[src/verilog/apdac_map.vh]
`ifndef APDAC_MAP_VH
`define APDAC_MAP_VH

// register indexes; the byte address on the bus is four times the index
`define APDAC_IDX_STATUS     6'h00
`define APDAC_IDX_LOWEST     6'h08
`define APDAC_IDX_CTRL       6'h09
`define APDAC_IDX_LOW        6'h0a
`define APDAC_IDX_HIGH       6'h0b
`define APDAC_IDX_WAKE       6'h12

// field positions
`define APDAC_ST_REQ_BIT     2
`define APDAC_CT_EN_BIT      0
`define APDAC_CT_IRQ_BIT     1
`define APDAC_WK_EN_BIT      0
`define APDAC_WK_SENS_LO     1
`define APDAC_WK_SENS_HI     2
`define APDAC_WK_FLAG_BIT    3

// reset values
`define APDAC_CTRL_RST       2'h0
`define APDAC_WAKE_RST       4'h0

// nibble selectors of the holding store
`define APDAC_NIB_BOT        2'h0
`define APDAC_NIB_MID        2'h1
`define APDAC_NIB_TOP        2'h2

// timing: system clock and request rates in hertz
`define APDAC_CLK_HZ         10000000
`define APDAC_REQ_HZ         32768
`define APDAC_REQ2_HZ        65536
`define APDAC_FRAME_CYC      (`APDAC_CLK_HZ / `APDAC_REQ_HZ)
`define APDAC_FRAME2_CYC     (`APDAC_CLK_HZ / `APDAC_REQ2_HZ)

`endif

[src/verilog/apdac_output.v]
// What this block does
// - resolution 8, 10 or 12 bits by option
// - sample top bit is sign, 1 negative
// - pwm by default, dac by option
// - 8-bit: top:mid, D7 sign, D6-D0 length
// - fixed output cycle rate in every mode
// - cycle end sets sample request flag
// - cycle end loads store into active register
// - unwritten sample reused next cycle
// - enable starts output; disabled pins low
// - halt clears enable, pins float
// - 10-bit: top 9-6, mid 5-2, bottom[3:2]
// - 12-bit: top 11-8, mid 7-4, bottom 3-0
// - magnitude 0-511 or 0-2047, sign apart
// - wake mode: halted pins held low, watched
// - wake pulses one clock after neg pin goes above threshold
// - irq taken next clock, enable cleared
// - request rate normal or doubled by option
//
// Local design decision: register access over APB.
`timescale 1ns/100ps
`default_nettype none

`include "apdac_map.vh"

module apdac_output #(
  parameter OPT_TEN_BIT     = 0,  // 10-bit samples
  parameter OPT_TWELVE_BIT  = 0,  // 12-bit samples, wins over ten
  parameter OPT_DAC         = 0,  // dac mode instead of pwm
  parameter OPT_DOUBLE_RATE = 0,  // doubled request rate
  parameter OPT_WAKE        = 0   // speaker wake detector fitted
) (
  input  wire        clk_sys,         // system clock, 10 MHz
  input  wire        rst,             // async reset, active high
  input  wire        psel,            // apb select
  input  wire        penable,         // apb access phase
  input  wire        pwrite,          // apb write
  input  wire [7:0]  paddr,           // apb byte address
  input  wire [31:0] pwdata,          // apb write data
  output wire        pready,          // apb ready
  output reg  [31:0] prdata,          // apb read data
  output wire        pslverr,         // apb error on unmapped
  input  wire        halt_exec,       // halt instruction executed
  input  wire        halt_release,    // other wake source or resume
  input  wire        reti_exec,       // return from interrupt
  input  wire        neg_above_th,    // comparator: neg pin above level
  output reg         irq_take,        // interrupt accepted, pulse
  output reg         wake_req,        // speaker wake signal
  output reg         halted,          // halt state
  output reg  [1:0]  wake_sens,       // comparator sensitivity
  output reg  [11:0] dac_value,       // dac code, sign at top
  output reg         speaker_pos_out, // positive pin level
  output reg         speaker_pos_oe_n,// positive pin drive, low drives
  output reg         speaker_neg_out, // negative pin level
  output reg         speaker_neg_oe_n // negative pin drive, low drives
);

  // build options folded into the two resolution flags
  localparam MODE12 = (OPT_TWELVE_BIT != 0);
  localparam MODE10 = (OPT_TEN_BIT != 0) && !MODE12;

  // register reset images, read bit by bit in the reset branches
  localparam [1:0] CTRL_RST = `APDAC_CTRL_RST;
  localparam [3:0] WAKE_RST = `APDAC_WAKE_RST;

  // bus decode
  wire       acc;
  wire       setup;
  wire       wr;
  wire [5:0] idx;
  reg        mapped;
  wire       wr_status;
  wire       wr_ctrl;
  wire       wr_wake;
  wire       nib_wr;
  wire [1:0] nib_sel;

  // control state
  reg        req_flag_r;
  reg        out_en_r;
  reg        irq_en_r;
  reg        wake_en_r;
  reg        wake_flag_r;
  reg        halted_r;

  // sample path
  wire [3:0] act_top;
  wire [3:0] act_mid;
  wire [3:0] act_bot;
  wire       frame_end;
  wire       load;
  wire       pwm_run;
  wire       pwm_pos;
  wire       pwm_neg;
  wire       sample_sign;
  wire [7:0] sample_mag8;
  wire [11:0] sample_code;
  wire       wake_now;

  // sample assembled to 12 bits, sign in bit 11, low bits zero in 8- and 10-bit modes
  function [11:0] assemble;
    input [3:0] top;
    input [3:0] mid;
    input [3:0] bot;
    begin
      if (MODE12) begin
        assemble = {top, mid, bot};
      end else if (MODE10) begin
        assemble = {top, mid, bot[3:2], 2'h0};
      end else begin
        assemble = {top, mid, 4'h0};
      end
    end
  endfunction

  // magnitude brought to at most 255 clocks so the pulse fits a 305-clock normal-rate frame;
  // wider modes lose their lowest bits of time resolution here
  function [7:0] scale_mag;
    input [11:0] code;
    begin
      if (MODE12) begin
        scale_mag = code[10:3];
      end else if (MODE10) begin
        scale_mag = code[10:3];
      end else begin
        scale_mag = {1'b0, code[10:4]};
      end
    end
  endfunction

  // apb: zero wait states, read data captured in the setup cycle
  assign setup   = psel && !penable;
  assign acc     = psel && penable;
  assign wr      = acc && pwrite && mapped;
  assign idx     = paddr[7:2];
  assign pready  = 1'b1;
  assign pslverr = acc && !mapped;

  // write strobes per register; an unmapped index never lands
  // because wr already carries the mapped term
  assign wr_status = wr && (idx == `APDAC_IDX_STATUS);
  assign wr_ctrl   = wr && (idx == `APDAC_IDX_CTRL);
  assign wr_wake   = wr && (idx == `APDAC_IDX_WAKE);
  assign nib_wr    = wr && (idx == `APDAC_IDX_LOWEST || idx == `APDAC_IDX_LOW ||
                     idx == `APDAC_IDX_HIGH);
  assign nib_sel   = (idx == `APDAC_IDX_HIGH) ? `APDAC_NIB_TOP :
                     ((idx == `APDAC_IDX_LOW) ? `APDAC_NIB_MID : `APDAC_NIB_BOT);

  // address decode
  always @* begin
    case (idx)
      `APDAC_IDX_STATUS: mapped = 1'b1;
      `APDAC_IDX_LOWEST: mapped = 1'b1;
      `APDAC_IDX_CTRL:   mapped = 1'b1;
      `APDAC_IDX_LOW:    mapped = 1'b1;
      `APDAC_IDX_HIGH:   mapped = 1'b1;
      `APDAC_IDX_WAKE:   mapped = 1'b1;
      default:           mapped = 1'b0;
    endcase
  end

  // read mux; data registers are write only and read zero
  always @(posedge clk_sys or posedge rst) begin
    if (rst) begin
      prdata <= 32'h00000000;
    end else if (setup && !pwrite) begin
      case (idx)
        `APDAC_IDX_STATUS: prdata <= {29'h0, req_flag_r, 2'h0};
        `APDAC_IDX_CTRL:   prdata <= {30'h0, irq_en_r, out_en_r};
        `APDAC_IDX_WAKE:   prdata <= {28'h0, wake_flag_r, wake_sens, wake_en_r};
        default:           prdata <= 32'h00000000;
      endcase
    end
  end

  // request flag: set at each frame end, cleared by writing 0;
  // a set in the same cycle as the clear wins
  always @(posedge clk_sys or posedge rst) begin
    if (rst) begin
      req_flag_r <= 1'b0;
    end else if (frame_end) begin
      req_flag_r <= 1'b1;
    end else if (wr_status && !pwdata[`APDAC_ST_REQ_BIT]) begin
      req_flag_r <= 1'b0;
    end
  end

  // output enable: halt overrides any write in the same cycle
  always @(posedge clk_sys or posedge rst) begin
    if (rst) begin
      out_en_r <= CTRL_RST[`APDAC_CT_EN_BIT];
    end else if (halt_exec) begin
      out_en_r <= 1'b0;
    end else if (wr_ctrl) begin
      out_en_r <= pwdata[`APDAC_CT_EN_BIT];
    end
  end

  // global interrupt enable: cleared on entry, set again by return
  always @(posedge clk_sys or posedge rst) begin
    if (rst) begin
      irq_en_r <= 1'b0;
    end else if (irq_take) begin
      irq_en_r <= 1'b0;
    end else if (reti_exec) begin
      irq_en_r <= 1'b1;
    end else if (wr_ctrl) begin
      irq_en_r <= pwdata[`APDAC_CT_IRQ_BIT];
    end
  end

  // accept one clock after enable and flag meet; the flag itself stays
  always @(posedge clk_sys or posedge rst) begin
    if (rst) begin
      irq_take <= 1'b0;
    end else begin
      irq_take <= irq_en_r && req_flag_r && !irq_take;
    end
  end

  // wake control register
  always @(posedge clk_sys or posedge rst) begin
    if (rst) begin
      wake_en_r <= WAKE_RST[`APDAC_WK_EN_BIT];
      wake_sens <= WAKE_RST[`APDAC_WK_SENS_HI:`APDAC_WK_SENS_LO];
    end else if (wr_wake) begin
      wake_en_r <= pwdata[`APDAC_WK_EN_BIT];
      wake_sens <= pwdata[`APDAC_WK_SENS_HI:`APDAC_WK_SENS_LO];
    end
  end

  // wake only matters while halted with the detector armed
  assign wake_now = (OPT_WAKE != 0) && wake_en_r && halted_r && neg_above_th;

  // sticky wake flag, set wins over a software clear
  always @(posedge clk_sys or posedge rst) begin
    if (rst) begin
      wake_flag_r <= 1'b0;
    end else if (wake_now) begin
      wake_flag_r <= 1'b1;
    end else if (wr_wake && !pwdata[`APDAC_WK_FLAG_BIT]) begin
      wake_flag_r <= 1'b0;
    end
  end

  // halt state; the clock is assumed to keep running for the detector
  always @(posedge clk_sys or posedge rst) begin
    if (rst) begin
      halted_r <= 1'b0;
    end else if (halt_exec) begin
      halted_r <= 1'b1;
    end else if (wake_now || halt_release) begin
      halted_r <= 1'b0;
    end
  end

  // registered copies of the wake signal and halt state
  always @(posedge clk_sys or posedge rst) begin
    if (rst) begin
      wake_req <= 1'b0;
      halted   <= 1'b0;
    end else begin
      wake_req <= wake_now;
      halted   <= halted_r;
    end
  end

  // the store follows writes; while stopped the active register
  // tracks it so output starts with the data written beforehand
  assign pwm_run = out_en_r && !halted_r;
  assign load    = frame_end || !pwm_run;

  apdac_hold u_hold (
    .clk_sys (clk_sys),
    .rst     (rst),
    .wr_en   (nib_wr),
    .wr_sel  (nib_sel),
    .wr_nib  (pwdata[3:0]),
    .load    (load),
    .act_top (act_top),
    .act_mid (act_mid),
    .act_bot (act_bot)
  );

  // resolution fixed at build time
  assign sample_code = assemble(act_top, act_mid, act_bot);
  assign sample_sign = sample_code[11];
  assign sample_mag8 = scale_mag(sample_code);

  apdac_pwm u_pwm (
    .clk_sys     (clk_sys),
    .rst         (rst),
    .run         (pwm_run),
    .double_rate (OPT_DOUBLE_RATE != 0),
    .sign        (sample_sign),
    .mag8        (sample_mag8),
    .frame_end   (frame_end),
    .pos_q       (pwm_pos),
    .neg_q       (pwm_neg)
  );

  // dac code follows the active sample in dac builds only
  always @(posedge clk_sys or posedge rst) begin
    if (rst) begin
      dac_value <= 12'h000;
    end else if (OPT_DAC != 0) begin
      dac_value <= pwm_run ? sample_code : 12'h000;
    end else begin
      dac_value <= 12'h000;
    end
  end

  // pin drive: halted floats unless the detector holds both pins at
  // ground; stopped or dac builds drive both low
  always @(posedge clk_sys or posedge rst) begin
    if (rst) begin
      speaker_pos_out  <= 1'b0;
      speaker_neg_out  <= 1'b0;
      speaker_pos_oe_n <= 1'b0;
      speaker_neg_oe_n <= 1'b0;
    end else if (halted_r) begin
      speaker_pos_out  <= 1'b0;
      speaker_neg_out  <= 1'b0;
      speaker_pos_oe_n <= !((OPT_WAKE != 0) && wake_en_r);
      speaker_neg_oe_n <= !((OPT_WAKE != 0) && wake_en_r);
    end else if (!pwm_run || OPT_DAC != 0) begin
      speaker_pos_out  <= 1'b0;
      speaker_neg_out  <= 1'b0;
      speaker_pos_oe_n <= 1'b0;
      speaker_neg_oe_n <= 1'b0;
    end else begin
      speaker_pos_out  <= pwm_pos;
      speaker_neg_out  <= pwm_neg;
      speaker_pos_oe_n <= 1'b0;
      speaker_neg_oe_n <= 1'b0;
    end
  end

endmodule // apdac_output

`default_nettype wire

[src/verilog/apdac_hold.v]
`timescale 1ns/100ps
`default_nettype none

`include "apdac_map.vh"

// holding store and active conversion register, three nibbles each
module apdac_hold (
  input  wire       clk_sys,   // system clock
  input  wire       rst,       // async reset, active high
  input  wire       wr_en,     // nibble write strobe
  input  wire [1:0] wr_sel,    // which nibble
  input  wire [3:0] wr_nib,    // write data
  input  wire       load,      // copy store into active register
  output reg  [3:0] act_top,   // active top nibble
  output reg  [3:0] act_mid,   // active mid nibble
  output reg  [3:0] act_bot    // active bottom nibble
);

  reg [3:0] hold_r [0:2];

  // store written nibbles; unwritten ones keep old data
  always @(posedge clk_sys or posedge rst) begin
    if (rst) begin
      hold_r[0] <= 4'h0;
      hold_r[1] <= 4'h0;
      hold_r[2] <= 4'h0;
    end else if (wr_en && wr_sel != 2'h3) begin
      hold_r[wr_sel] <= wr_nib;
    end
  end

  // a load takes the store as it stood before this edge
  always @(posedge clk_sys or posedge rst) begin
    if (rst) begin
      act_top <= 4'h0;
      act_mid <= 4'h0;
      act_bot <= 4'h0;
    end else if (load) begin
      act_top <= hold_r[`APDAC_NIB_TOP];
      act_mid <= hold_r[`APDAC_NIB_MID];
      act_bot <= hold_r[`APDAC_NIB_BOT];
    end
  end

endmodule // apdac_hold

`default_nettype wire

[src/verilog/apdac_pwm.v]
`timescale 1ns/100ps
`default_nettype none

`include "apdac_map.vh"

// frame timer and differential pulse former
module apdac_pwm (
  input  wire       clk_sys,     // system clock
  input  wire       rst,         // async reset, active high
  input  wire       run,         // output enabled
  input  wire       double_rate, // halve the frame
  input  wire       sign,        // 1 = negative sample
  input  wire [7:0] mag8,        // pulse length in clocks
  output wire       frame_end,   // last cycle of a frame, pulse
  output reg        pos_q,       // positive leg
  output reg        neg_q        // negative leg
);

  localparam [31:0] F1      = `APDAC_FRAME_CYC;
  localparam [31:0] F2      = `APDAC_FRAME2_CYC;
  localparam [8:0]  F1_LAST = F1[8:0] - 9'h001;
  localparam [8:0]  F2_LAST = F2[8:0] - 9'h001;

  reg  [8:0] cnt_r;
  wire [8:0] last;
  wire       active;

  assign last      = double_rate ? F2_LAST : F1_LAST;
  assign frame_end = run && (cnt_r == last);
  assign active    = run && ({1'b0, mag8} > cnt_r);

  // frame counter restarts whenever output is stopped
  always @(posedge clk_sys or posedge rst) begin
    if (rst) begin
      cnt_r <= 9'h000;
    end else if (!run || frame_end) begin
      cnt_r <= 9'h000;
    end else begin
      cnt_r <= cnt_r + 9'h001;
    end
  end

  // only one leg pulses; the other stays low
  always @(posedge clk_sys or posedge rst) begin
    if (rst) begin
      pos_q <= 1'b0;
      neg_q <= 1'b0;
    end else begin
      pos_q <= active && !sign;
      neg_q <= active && sign;
    end
  end

endmodule // apdac_pwm

`default_nettype wire

[config.mk]
export PLATFORM = sky130hd
export DESIGN_NAME = apdac_output
export DESIGN_NICKNAME = d
export VERILOG_FILES = /design/src/verilog/apdac_output.v /design/src/verilog/apdac_hold.v /design/src/verilog/apdac_pwm.v
export VERILOG_INCLUDE_DIRS = /design/src /design/src/verilog
export SDC_FILE = /design/constraint.sdc
export NUM_CORES = 1
export LEC_CHECK = 0
export BUFFER_PORTS_ARGS = -buffer_cell sky130_fd_sc_hd__buf_2
export CAP_MARGIN = 15
export CELL_PAD_IN_SITES_DETAIL_PLACEMENT = 0
export CELL_PAD_IN_SITES_GLOBAL_PLACEMENT = 1
export CORE_MARGIN = 8
export CORE_UTILIZATION = 35
export DETAILED_ROUTE_END_ITERATION = 16
export HOLD_SLACK_MARGIN = 0.08
export MAX_ROUTING_LAYER = met4
export PLACE_DENSITY = 0.73
export SYNTH_ARGS = -nofsm -noshare
export SYNTH_HDL_FRONTEND = slang
export SYNTH_HIERARCHICAL = 1
export SYNTH_SLANG_ARGS = --single-unit
[constraint.sdc]
create_clock -name clk_sys -period 3.41 [get_ports clk_sys]
set_clock_uncertainty 0.15 [all_clocks]
set_input_delay 0.341 -clock clk_sys [delete_from_list [all_inputs] [get_ports clk_sys]]
set_output_delay 0.341 -clock clk_sys [all_outputs]
set_load 0.005 [all_outputs]
==> metrics.md, run 1 <==
| Metric | Value |
|---|---|
| CTS root buf | `clkbuf_8` |
| Post-route ant nets | `0` |
| Critical path's slowest cell | `dfrtp_1` |
| Drt drc | `0` |
| MaxCap Viol Count | `0` |
| Slew @ Worst Pin | `slightly below 0.6 ns` |
| Switch share | `25.1%` |
| Pin count of the biggest net entering global routing | `17` |
| Clock transition at path regs | `0.08 ns` |
| Req. time, crit path | `3.44 ns` |
| Area grow syn2layout | `7.38%` |
| Pleak | `~1.3 nW` |
| Synth Cell Area | `approximately 2400 um^2` |
| Iteration-0 DRC Markers | `42` |
| Clock latency on the worst-skew pair | `0.29 ns` |
| Worst r2r src | `u_pwm/cnt_r[2]$_DFF_PP0_` |
| Vias | `about 1.6k` |
| Total chip power | `0.000874 W` |
| CP Cell Sequence | `nor4b_1 -> nand4_1 -> a2111oi_4 -> and2_2 -> nand2b_1 -> mux2_2` |
| PortBufs | `29` |
| NetSw | `between 0.0002 and 0.00025 W` |
| Die area | `about 10000 um^2` |
| Die Y | `99.2 um` |
| CP Max Fanout | `8` |
| Clock buffer depth | `2` |
| Crit path time final | `2.58 ns` |
| GRT overflow | `0` |
| Worst Path Arrival | `2.61 ns` |
| Slew Limit Fails | `0` |
| Syn_area_per_cell | `about 11 um^2` |
| Number of cells on the worst reg-to-reg path | `6` |
| Worst hold start | `pwdata[3]` |
| Antenna Cells | `0` |
| R2r endpoint | `u_hold/act_top[2]$_DFFE_PP0P_` |
| Synthesized instance count | `approximately 220` |
| Hold Vio Cnt, Final | `0` |
| Die Wd | `a little under 100 um` |
| Initial antenna violation count | `0` |
| Slew headroom | `60.4%` |
| RSZ-0062 raised after global routing | `false` |
| Crit end category | `register` |
| Crit path launch type | `register` |
| CTS tree | `yes` |
| Critical path's largest stage delay | `0.50 ns` |
| # nets final | `317` |
| Share of cells above drive strength 1 | `25.4%` |
| Max rail drop VDD | `about 0.13 mV` |
| CTS sink cnt | `41` |
| Flop2flop setup slack | `between 0.8 and 0.9 ns` |
| Io pins | `around 100` |
| YS warnings | `6` |
| Wire per inst | `13.5 um` |
| Routability-driven placement congestion ratio | `about 0.8` |
| Hold EP | `u_hold/hold_r[7]$_DFFE_PP0P_` |
| GRT Util Overall | `9.58%` |
| Tcrit/Tclk final | `75.8%` |
| Status | `complete, no violations` |
| Power share of the clock group | `36.0%` |
| Fmax | `387 MHz` |
| Initial Util | `35.9%` |
| Seq pwr share | `56.4%` |
| Routed wire length | `4580 um` |
| Number of CTS-inserted buffers | `5` |
| CP delay by family, top | `simple AND/OR/NAND/NOR gates` |
| Std-Cell Rows | `30` |
| Hold Crit Class | `in2reg` |
| Critical path type | `reg2reg` |
| Crit path buf inv count | `0` |
| Final setup fails | `0` |
| Vias/cell | `4.58` |
| Power Dens Cells | `~340 nW/um^2` |
| First-pass GRT wire length | `approximately 7500 um` |
| Worst hold stages | `2` |
| Cell Int Power | `0.000655 W` |
| Detailed Place HPWL | `3610 um` |
| Final setup TNS | `0 ns` |
| Clock H-tree levels | `2` |
| Core Area | `6760 um^2` |
| Vias in the first global route | `approximately 1.6k` |
| First drt pass iteration count | `4` |
| Logic pwr share | `7.6%` |
-- cell usage in the layout, fill, tap and decap left out, types with 5 or more instances in the layout --
cell type,count
and3_1,6
buf_2,29
clkbuf_8,5
conb_1,46
dfrtp_1,41
ha_1,9
inv_1,12
mux2_2,19
nand2_1,7
nand3_1,7
nand4_1,8
nor2_1,5
nor3b_1,9
xnor2_1,7
-- cell type report --
type / count / area [um^2]
clock buffer: 5 / 68.8
timing repair buffer: 33 / 180
tap: 80 / 100
sequential: 41 / 1030
fill: 686 / 4150
multi-input combinational: 166 / 1160
inverter: 12 / 45.0
clock inverter: 3 / 22.5
-- layer usage --
layer / vias up / part of all wire (%) / GRT usage (%) / wire, um
met1: 734 / 42 / 10.4 / 1930
met2: 56 / 48 / 15.8 / 2220
met5: - / 0 / - / 0
met3: 7 / 8.0 / 3.28 / 365
met4: 0 / 1.5 / 3.84 / 68
li1: 759 / - / - / -
-- timing repair --
item,in CTS,in global routing
buffers inserted,0,0
hold endpoints to repair,42,0
gates resized for setup,0,0
hold buffers,2,0
-- registers in the layout, summed over array words and instances (netlist names) --
signal	flops
u_hold/act_mid	4
u_pwm/neg_q	1
irq_en_r	1
wake_sens	2
halted_r	1
u_hold/hold_r	8
speaker_pos_out	1
prdata	3
speaker_neg_out	1
out_en_r	1
u_pwm/pos_q	1
req_flag_r	1
halted	1
irq_take	1
u_pwm/cnt_r	9
wake_en_r	1
u_hold/act_top	4
-- stage by stage --
stage / cells / hold WS (ns) / instance area (um^2) / setup slack (ns) / utilization, %
floorplan: 267 / 0.0434 / 2590 / 0.805 / -
global placement: 330 / 0.235 / 2490 / 0.820 / 36.9
detailed placement: 330 / 0.244 / 2490 / 0.841 / 36.9
CTS: 340 / 0.139 / 2600 / 0.819 / 38.5
global route: 340 / 0.142 / 2600 / 0.693 / 38.5
finish: 340 / 0.147 / 2600 / 0.825 / 38.5
-- power by group through the flow --
stage          clock [W]  combinational (W)  sequential [W]
2_1_floorplan          0          0.0000731        0.000502
3_3_place_gp           0          0.0000632        0.000502
3_5_place_dp           0          0.0000636        0.000502
4_1_cts         0.000328          0.0000660        0.000493
5_1_grt         0.000347          0.0000765        0.000493
6_report        0.000315          0.0000667        0.000493
-- worst max-delay path by stage --
stage / from / to / slack, ns / cells after the start
floorplan: u_pwm/cnt_r[2]$_DFF_PP0_ / u_hold/act_mid[0]$_DFFE_PP0P_ / 0.81 / 8
global placement: u_pwm/cnt_r[2]$_DFF_PP0_ / u_hold/act_mid[0]$_DFFE_PP0P_ / 0.82 / 6
detailed placement: u_pwm/cnt_r[2]$_DFF_PP0_ / u_hold/act_mid[0]$_DFFE_PP0P_ / 0.84 / 6
CTS: u_pwm/cnt_r[2]$_DFF_PP0_ / u_hold/act_top[2]$_DFFE_PP0P_ / 0.82 / 6
global route: u_pwm/cnt_r[2]$_DFF_PP0_ / u_hold/act_mid[0]$_DFFE_PP0P_ / 0.69 / 6
finish: u_pwm/cnt_r[2]$_DFF_PP0_ / u_hold/act_top[2]$_DFFE_PP0P_ / 0.83 / 6
Note: power is estimated with default switching activity, not from simulation.
==> inputs of run 2 (changes only) <==
--- a/config.mk
+++ b/config.mk
@@ -11,11 +11,11 @@
 export CELL_PAD_IN_SITES_DETAIL_PLACEMENT = 0
 export CELL_PAD_IN_SITES_GLOBAL_PLACEMENT = 1
 export CORE_MARGIN = 8
-export CORE_UTILIZATION = 35
+export CORE_UTILIZATION = 34
 export DETAILED_ROUTE_END_ITERATION = 16
 export HOLD_SLACK_MARGIN = 0.08
 export MAX_ROUTING_LAYER = met4
-export PLACE_DENSITY = 0.73
+export PLACE_DENSITY = 0.74
 export SYNTH_ARGS = -nofsm -noshare
 export SYNTH_HDL_FRONTEND = slang
 export SYNTH_HIERARCHICAL = 1
==> constraint.sdc (replaced) <==
create_clock -name clk_sys -period 2.35 [get_ports clk_sys]
set_clock_uncertainty 0.15 [all_clocks]
set_input_delay 0.235 -clock clk_sys [delete_from_list [all_inputs] [get_ports clk_sys]]
set_output_delay 0.235 -clock clk_sys [all_outputs]
set_load 0.005 [all_outputs]
==> metrics.md, run 2 (synthesis results as in run 1) <==
| Metric | Value |
|---|---|
| Iteration-0 DRC Markers | `47` |
| Worst hold slack | `0.0834 ns` |
| GRT overflow | `0` |
| Drt drc | `0` |
| Clock transition at path regs | `0.08 ns` |
| Critical path's largest stage delay | `about 0.41 ns` |
| Routed wire length | `4720 um` |
| CTS root buf | `clkbuf_8` |
| Routability-driven placement congestion ratio | `0.818` |
| Slew Limit Fails | `0` |
| Req. time, crit path | `between 2 and 2.5 ns` |
| CTS sink cnt | `41` |
| Top reg by flops | `u_pwm/cnt_r` |
| Clock H-tree levels | `2` |
| CP Cell Sequence | `nor4b_2 -> nand4_1 -> a2111oi_4 -> and2_4 -> nand2b_4 -> mux2_2` |
| Hold EP | `wake_sens[1]$_DFFE_PP0P_` |
| Hold Vio Cnt, Final | `0` |
| Area grow syn2layout | `13.1%` |
| Max reg flops | `9` |
| Most frequent cells in the layout | `46 x conb_1, 40 x dfrtp_1, 29 x buf_2` |
| Vias | `1,585` |
| Number of CTS-inserted buffers | `5` |
| Total chip power | `between 0.001 and 0.0015 W` |
| Initial antenna violation count | `0` |
| Clock latency on the worst-skew pair | `0.29 ns` |
| Antenna Cells | `0` |
| Fin area | `2740 um^2` |
| Die Y | `100 um` |
| Largest registers | `u_pwm/cnt_r (9), u_hold/hold_r (8)` |
| Vias/cell | `4.37` |
| Worst hold stages | `2` |
| Die area | `10,100 um^2` |
| Status | `complete, no violations` |
| Flop2flop setup slack | `approximately 0.11 ns` |
| Slew headroom | `59.0%` |
| Core Area | `6830 um^2` |
| Tcrit/Tclk final | `~95%` |
| Pin count of the biggest net entering global routing | `17` |
| Critical path's slowest cell | `dfrtp_2` |
| Fmax | `446 MHz` |
| Std-Cell Rows | `30` |
| Crit path launch type | `register` |
| PortBufs | `29` |
| Wire per inst | `around 13 um` |
| R2r endpoint | `u_hold/act_mid[3]$_DFFE_PP0P_` |
| Fillers | `723` |
| Number of cells on the worst reg-to-reg path | `6` |
| Io pins | `about 100` |
| Post-DP Area | `2580 um^2` |
| Die Wd | `roughly 100 um` |
| Worst hold start | `pwdata[2]` |
| Final setup fails | `0` |
| Critical path type | `reg2reg` |
| Power Dens Cells | `502 nW/um^2` |
| Clock buffer depth | `2` |
| Crit end category | `register` |
| Leading cell type in the layout, fill and taps excluded | `conb_1` |
| Vias in the first global route | `between 1.5k and 2k` |
| Worst r2r src | `u_pwm/cnt_r[0]$_DFF_PP0_` |
| Worst Path Arrival | `approximately 2.3 ns` |
| Detailed Place HPWL | `3740 um` |
| GRT Util Overall | `10.1%` |
| Pleak | `roughly 1.4 nW` |
| First drt pass iteration count | `4` |
| CTS tree | `yes` |
| Share of cells above drive strength 1 | `27.0%` |
| CP Max Fanout | `8` |
| Post-route ant nets | `0` |
| MaxCap Viol Count | `0` |
| Initial Util | `35.5%` |
| Slew @ Worst Pin | `just over 0.6 ns` |
| # nets final | `around 320` |
| Hold Crit Class | `in2reg` |
| Max rail drop VDD | `0.213 mV` |
| Crit path time final | `2.24 ns` |
| RSZ-0062 raised after global routing | `false` |
| First-pass GRT wire length | `a little under 8000 um` |
==> run 2: changes by cell type in the layout (fill, tap and decap cells not counted), sizes merged <==
cell,before,now
buf,31,35
clkinvlp,3,0
dlygate4sd3,2,5
bufinv,0,1
clkbuf,5,6
clkinv,0,1
==> run 2: how the worst max path moves through the flow <==
stage | start | endpoint | slack (ns)
after floorplan | u_pwm/cnt_r[0]$_DFF_PP0_ | u_hold/act_mid[0]$_DFFE_PP0P_ | -0.02
after global placement | u_pwm/cnt_r[0]$_DFF_PP0_ | u_hold/act_mid[3]$_DFFE_PP0P_ | 0.11
after detailed placement | u_pwm/cnt_r[0]$_DFF_PP0_ | u_hold/act_mid[3]$_DFFE_PP0P_ | 0.1
after CTS | u_pwm/cnt_r[0]$_DFF_PP0_ | u_hold/act_mid[3]$_DFFE_PP0P_ | 0.08
after global routing | u_pwm/cnt_r[0]$_DFF_PP0_ | u_hold/act_mid[3]$_DFFE_PP0P_ | 0.02
final | u_pwm/cnt_r[0]$_DFF_PP0_ | u_hold/act_mid[3]$_DFFE_PP0P_ | 0.11
==> run 2: metal layers <==
| metal | vias up | wire [um] | global-route usage [%] | share of wire, % |
|---|---|---|---|---|
| li1 | 777 | - | - | - |
| met1 | 751 | 2140 | 11.9 | 45 |
| met2 | 50 | 2220 | 16.6 | 47 |
| met3 | 7 | 305 | 2.49 | 6.5 |
| met4 | 0 | 55 | 3.14 | 1.2 |
| met5 | - | 0 | - | 0 |
==> run 2: metrics by stage <==
step | cells | setup TNS, ns | setup WS [ns] | utilization (%)
after floorplan | 267 | -0.113 | -0.0188 | -
after global placement | 350 | 0 | 0.112 | 37.8
after detailed placement | 350 | 0 | 0.0957 | 37.8
after CTS | 363 | 0 | 0.0816 | 40.1
after global routing | 363 | 0 | 0.0178 | 40.1
final | 363 | 0 | 0.108 | 40.1
==> run 2: cell type report <==
cell class / instances / area [um^2] / share of cell area, %
Clock buffer: 6 / 72.6 / 2.65
Timing Repair Buffer: 40 / 240 / 8.76
Inverter: 12 / 45.0 / 1.64
Clock inverter: 2 / 38.8 / 1.41
Multi-Input combinational cell: 166 / 1200 / 43.7
Tap cell: 96 / 120 / 4.38
Sequential cell: 41 / 1030 / 37.5
==> run 2: critical path, delay by kind of cell (launching register included) <==
| kind | cells | cell delay (ns) |
|---|---|---|
| DFF | 1 | 0.41 |
| and+or+nand+nor | 4 | 0.86 |
| AOI/OAI and AO/OA | 1 | 0.37 |
| muxes | 1 | 0.35 |
==> run 2: power by group <==
part	total, W	leakage [nW]	internal, W	switching, W
clock network	0.000558	0.0554	0.000319	0.000240
logic	0.000102	0.740	0.0000352	0.0000672
registers	0.000715	0.559	0.000711	0.00000426
total	0.00138	1.35	0.00107	0.000311
==> run 2: repair_timing <==
item	CTS	global route
buffers inserted	0	0
hold buffers	5	0
endpoints found under the hold margin	46	0
setup endpoints to repair	0	0
resized for setup	0	0
==> inputs of run 3 (changes only) <==
--- a/config.mk
+++ b/config.mk
@@ -15,7 +15,7 @@
 export DETAILED_ROUTE_END_ITERATION = 16
 export HOLD_SLACK_MARGIN = 0.08
 export MAX_ROUTING_LAYER = met4
-export PLACE_DENSITY = 0.74
+export PLACE_DENSITY = 0.78
 export SYNTH_ARGS = -nofsm -noshare
 export SYNTH_HDL_FRONTEND = slang
 export SYNTH_HIERARCHICAL = 1
==> metrics.md, run 3 (synthesis results as in run 1) <==
| Metric | Value |
|---|---|
| Status | `complete, no violations` |
| Worst setup startpoint | `u_pwm/cnt_r[0]$_DFF_PP0_` |
| Hold Vio Cnt, Final | `0` |
| Pleak | `between 1 and 1.5 nW` |
| CP Max Fanout | `8` |
| Seq pwr share | `approximately 55%` |
| CP delay by family, top | `simple AND/OR/NAND/NOR gates` |
| Req. time, crit path | `2.40 ns` |
| Cell Int Power | `0.000964 W` |
| Largest registers | `u_pwm/cnt_r (9), u_hold/hold_r (8)` |
| Power share of the clock group | `36.9%` |
| Switch share | `25.9%` |
| Final setup fails | `0` |
| Routability-driven placement congestion ratio | `around 0.83` |
| Wire per inst | `13.2 um` |
| # hold bufs at CTS | `7` |
| First-pass GRT wire length | `7970 um` |
| Max reg flops | `9` |
| Total chip power | `0.00130 W` |
| MaxCap Viol Count | `0` |
| Antenna Cells | `0` |
| Drt drc | `0` |
| Worst hold stages | `2` |
| Share of cells above drive strength 1 | `~27%` |
| Slew @ Worst Pin | `0.597 ns` |
| Critical path's largest stage delay | `0.42 ns` |
| Initial antenna violation count | `0` |
| Worst r2r src | `u_pwm/cnt_r[0]$_DFF_PP0_` |
| Fmax | `439 MHz` |
| RSZ-0062 raised after global routing | `false` |
| Leading cell type in the layout, fill and taps excluded | `conb_1` |
| Std-Cell Rows | `30` |
| Vias/cell | `~4.5` |
| GRT overflow | `0` |
| CTS sink cnt | `between 40 and 50` |
| Critical path's slowest cell | `dfrtp_2` |
| Worst hold slack | `between 0.09 and 0.1 ns` |
| Top reg by flops | `u_pwm/cnt_r` |
| Vias | `1,642` |
| # nets final | `326` |
| GRT Util Overall | `10.2%` |
| Clock transition at path regs | `approximately 0.09 ns` |
| Die Y | `about 100 um` |
| CTS root buf | `clkbuf_8` |
| Buffers inserted by post-CTS timing repair | `0` |
| Fillers | `around 690` |
| Number of cells on the worst reg-to-reg path | `6` |
| Crit path buf inv count | `0` |
| CP Cell Sequence | `nor4b_2 -> nand4_1 -> a2111oi_4 -> and2_4 -> nand2b_4 -> mux2_2` |
| Pin count of the biggest net entering global routing | `17` |
| Max rail drop VDD | `0.196 mV` |
| Post-DP Area | `2580 um^2` |
| Crit end category | `register` |
| Vias in the first global route | `1,718` |
| Hold Crit Class | `in2reg` |
| PortBufs | `29` |
| Die area | `a little over 10,000 um^2` |
| CTS tree | `yes` |
| Tcrit/Tclk final | `96.9%` |
| Final Util | `40.2%` |
| Slew Limit Fails | `0` |
| Slew headroom | `60.2%` |
| Clock latency on the worst-skew pair | `roughly 0.30 ns` |
| Worst hold start | `pwdata[2]` |
| Area grow syn2layout | `13.2%` |
| Core Area | `6830 um^2` |
| Flop2flop setup slack | `about 0.073 ns` |
| Post-route ant nets | `0` |
| Number of CTS-inserted buffers | `5` |
| Clock buffer depth | `2` |
| First drt pass iteration count | `4` |
| Logic pwr share | `8.1%` |
| Die Wd | `100 um` |
| Worst Path Arrival | `2.32 ns` |
| Crit path time final | `2.28 ns` |
| Initial Util | `35.5%` |
| NetSw | `0.000336 W` |
| Io pins | `104` |
| Clock H-tree levels | `2` |
| Most frequent cells in the layout | `46 x conb_1, 40 x dfrtp_1, 29 x buf_2` |
| CTS resizes | `0` |
| Final setup TNS | `0 ns` |
| Fin area | `2740 um^2` |
| Critical path type | `reg2reg` |
| Routed wire length | `4830 um` |
| Crit path depth | `6` |
| Power Dens Cells | `between 400 and 500 nW/um^2` |
| Crit path launch type | `register` |
| Iteration-0 DRC Markers | `around 100` |
| Detailed Place HPWL | `3790 um` |
-- run 3: layout make-up --
cell class              count  area, um^2  area share [%]
multi-input cells         166        1200            43.6
clock inverters             3        25.0           0.912
well taps                  96         120            4.38
repair buffers             42         260            9.48
flip-flops and latches     41        1030            37.4
inverters                  12        45.0            1.64
clock buffers               5        68.8            2.51
-- run 3: metrics by stage --
step                instances  setup slack (ns)
floorplan                 267           -0.0188
global placement          350             0.112
detailed placement        350            0.0778
CTS                       365            0.0658
global route              365            0.0307
finish                    365            0.0726
-- run 3: path summary, 6_finish.rpt --
check                                           endpoint
max reg2reg                u_hold/act_top[3]$_DFFE_PP0P_
min in group asynchronous       u_pwm/cnt_r[6]$_DFF_PP0_
max                        u_hold/act_top[3]$_DFFE_PP0P_
max in group asynchronous  u_hold/act_top[2]$_DFFE_PP0P_
min                         u_hold/hold_r[2]$_DFFE_PP0P_
min reg2reg                             halted$_DFF_PP0_
-- run 3: power by group through the flow --
stage / sequential [W] / clock, W / combinational (W)
floorplan: 0.000729 / 0 / 0.000107
global placement: 0.000729 / 0 / 0.0000914
CTS: 0.000715 / 0.000498 / 0.000104
finish: 0.000715 / 0.000480 / 0.000105
global route: 0.000716 / 0.000528 / 0.000121
detailed placement: 0.000729 / 0 / 0.0000936
-- run 3: layer usage --
| layer | GRT usage (%) | share of wire [%] |
|---|---|---|
| met5 | - | 0 |
| met4 | 4.19 | 1.4 |
| met3 | 3.11 | 7.6 |
| met2 | 16.4 | 47 |
| met1 | 11.5 | 44 |
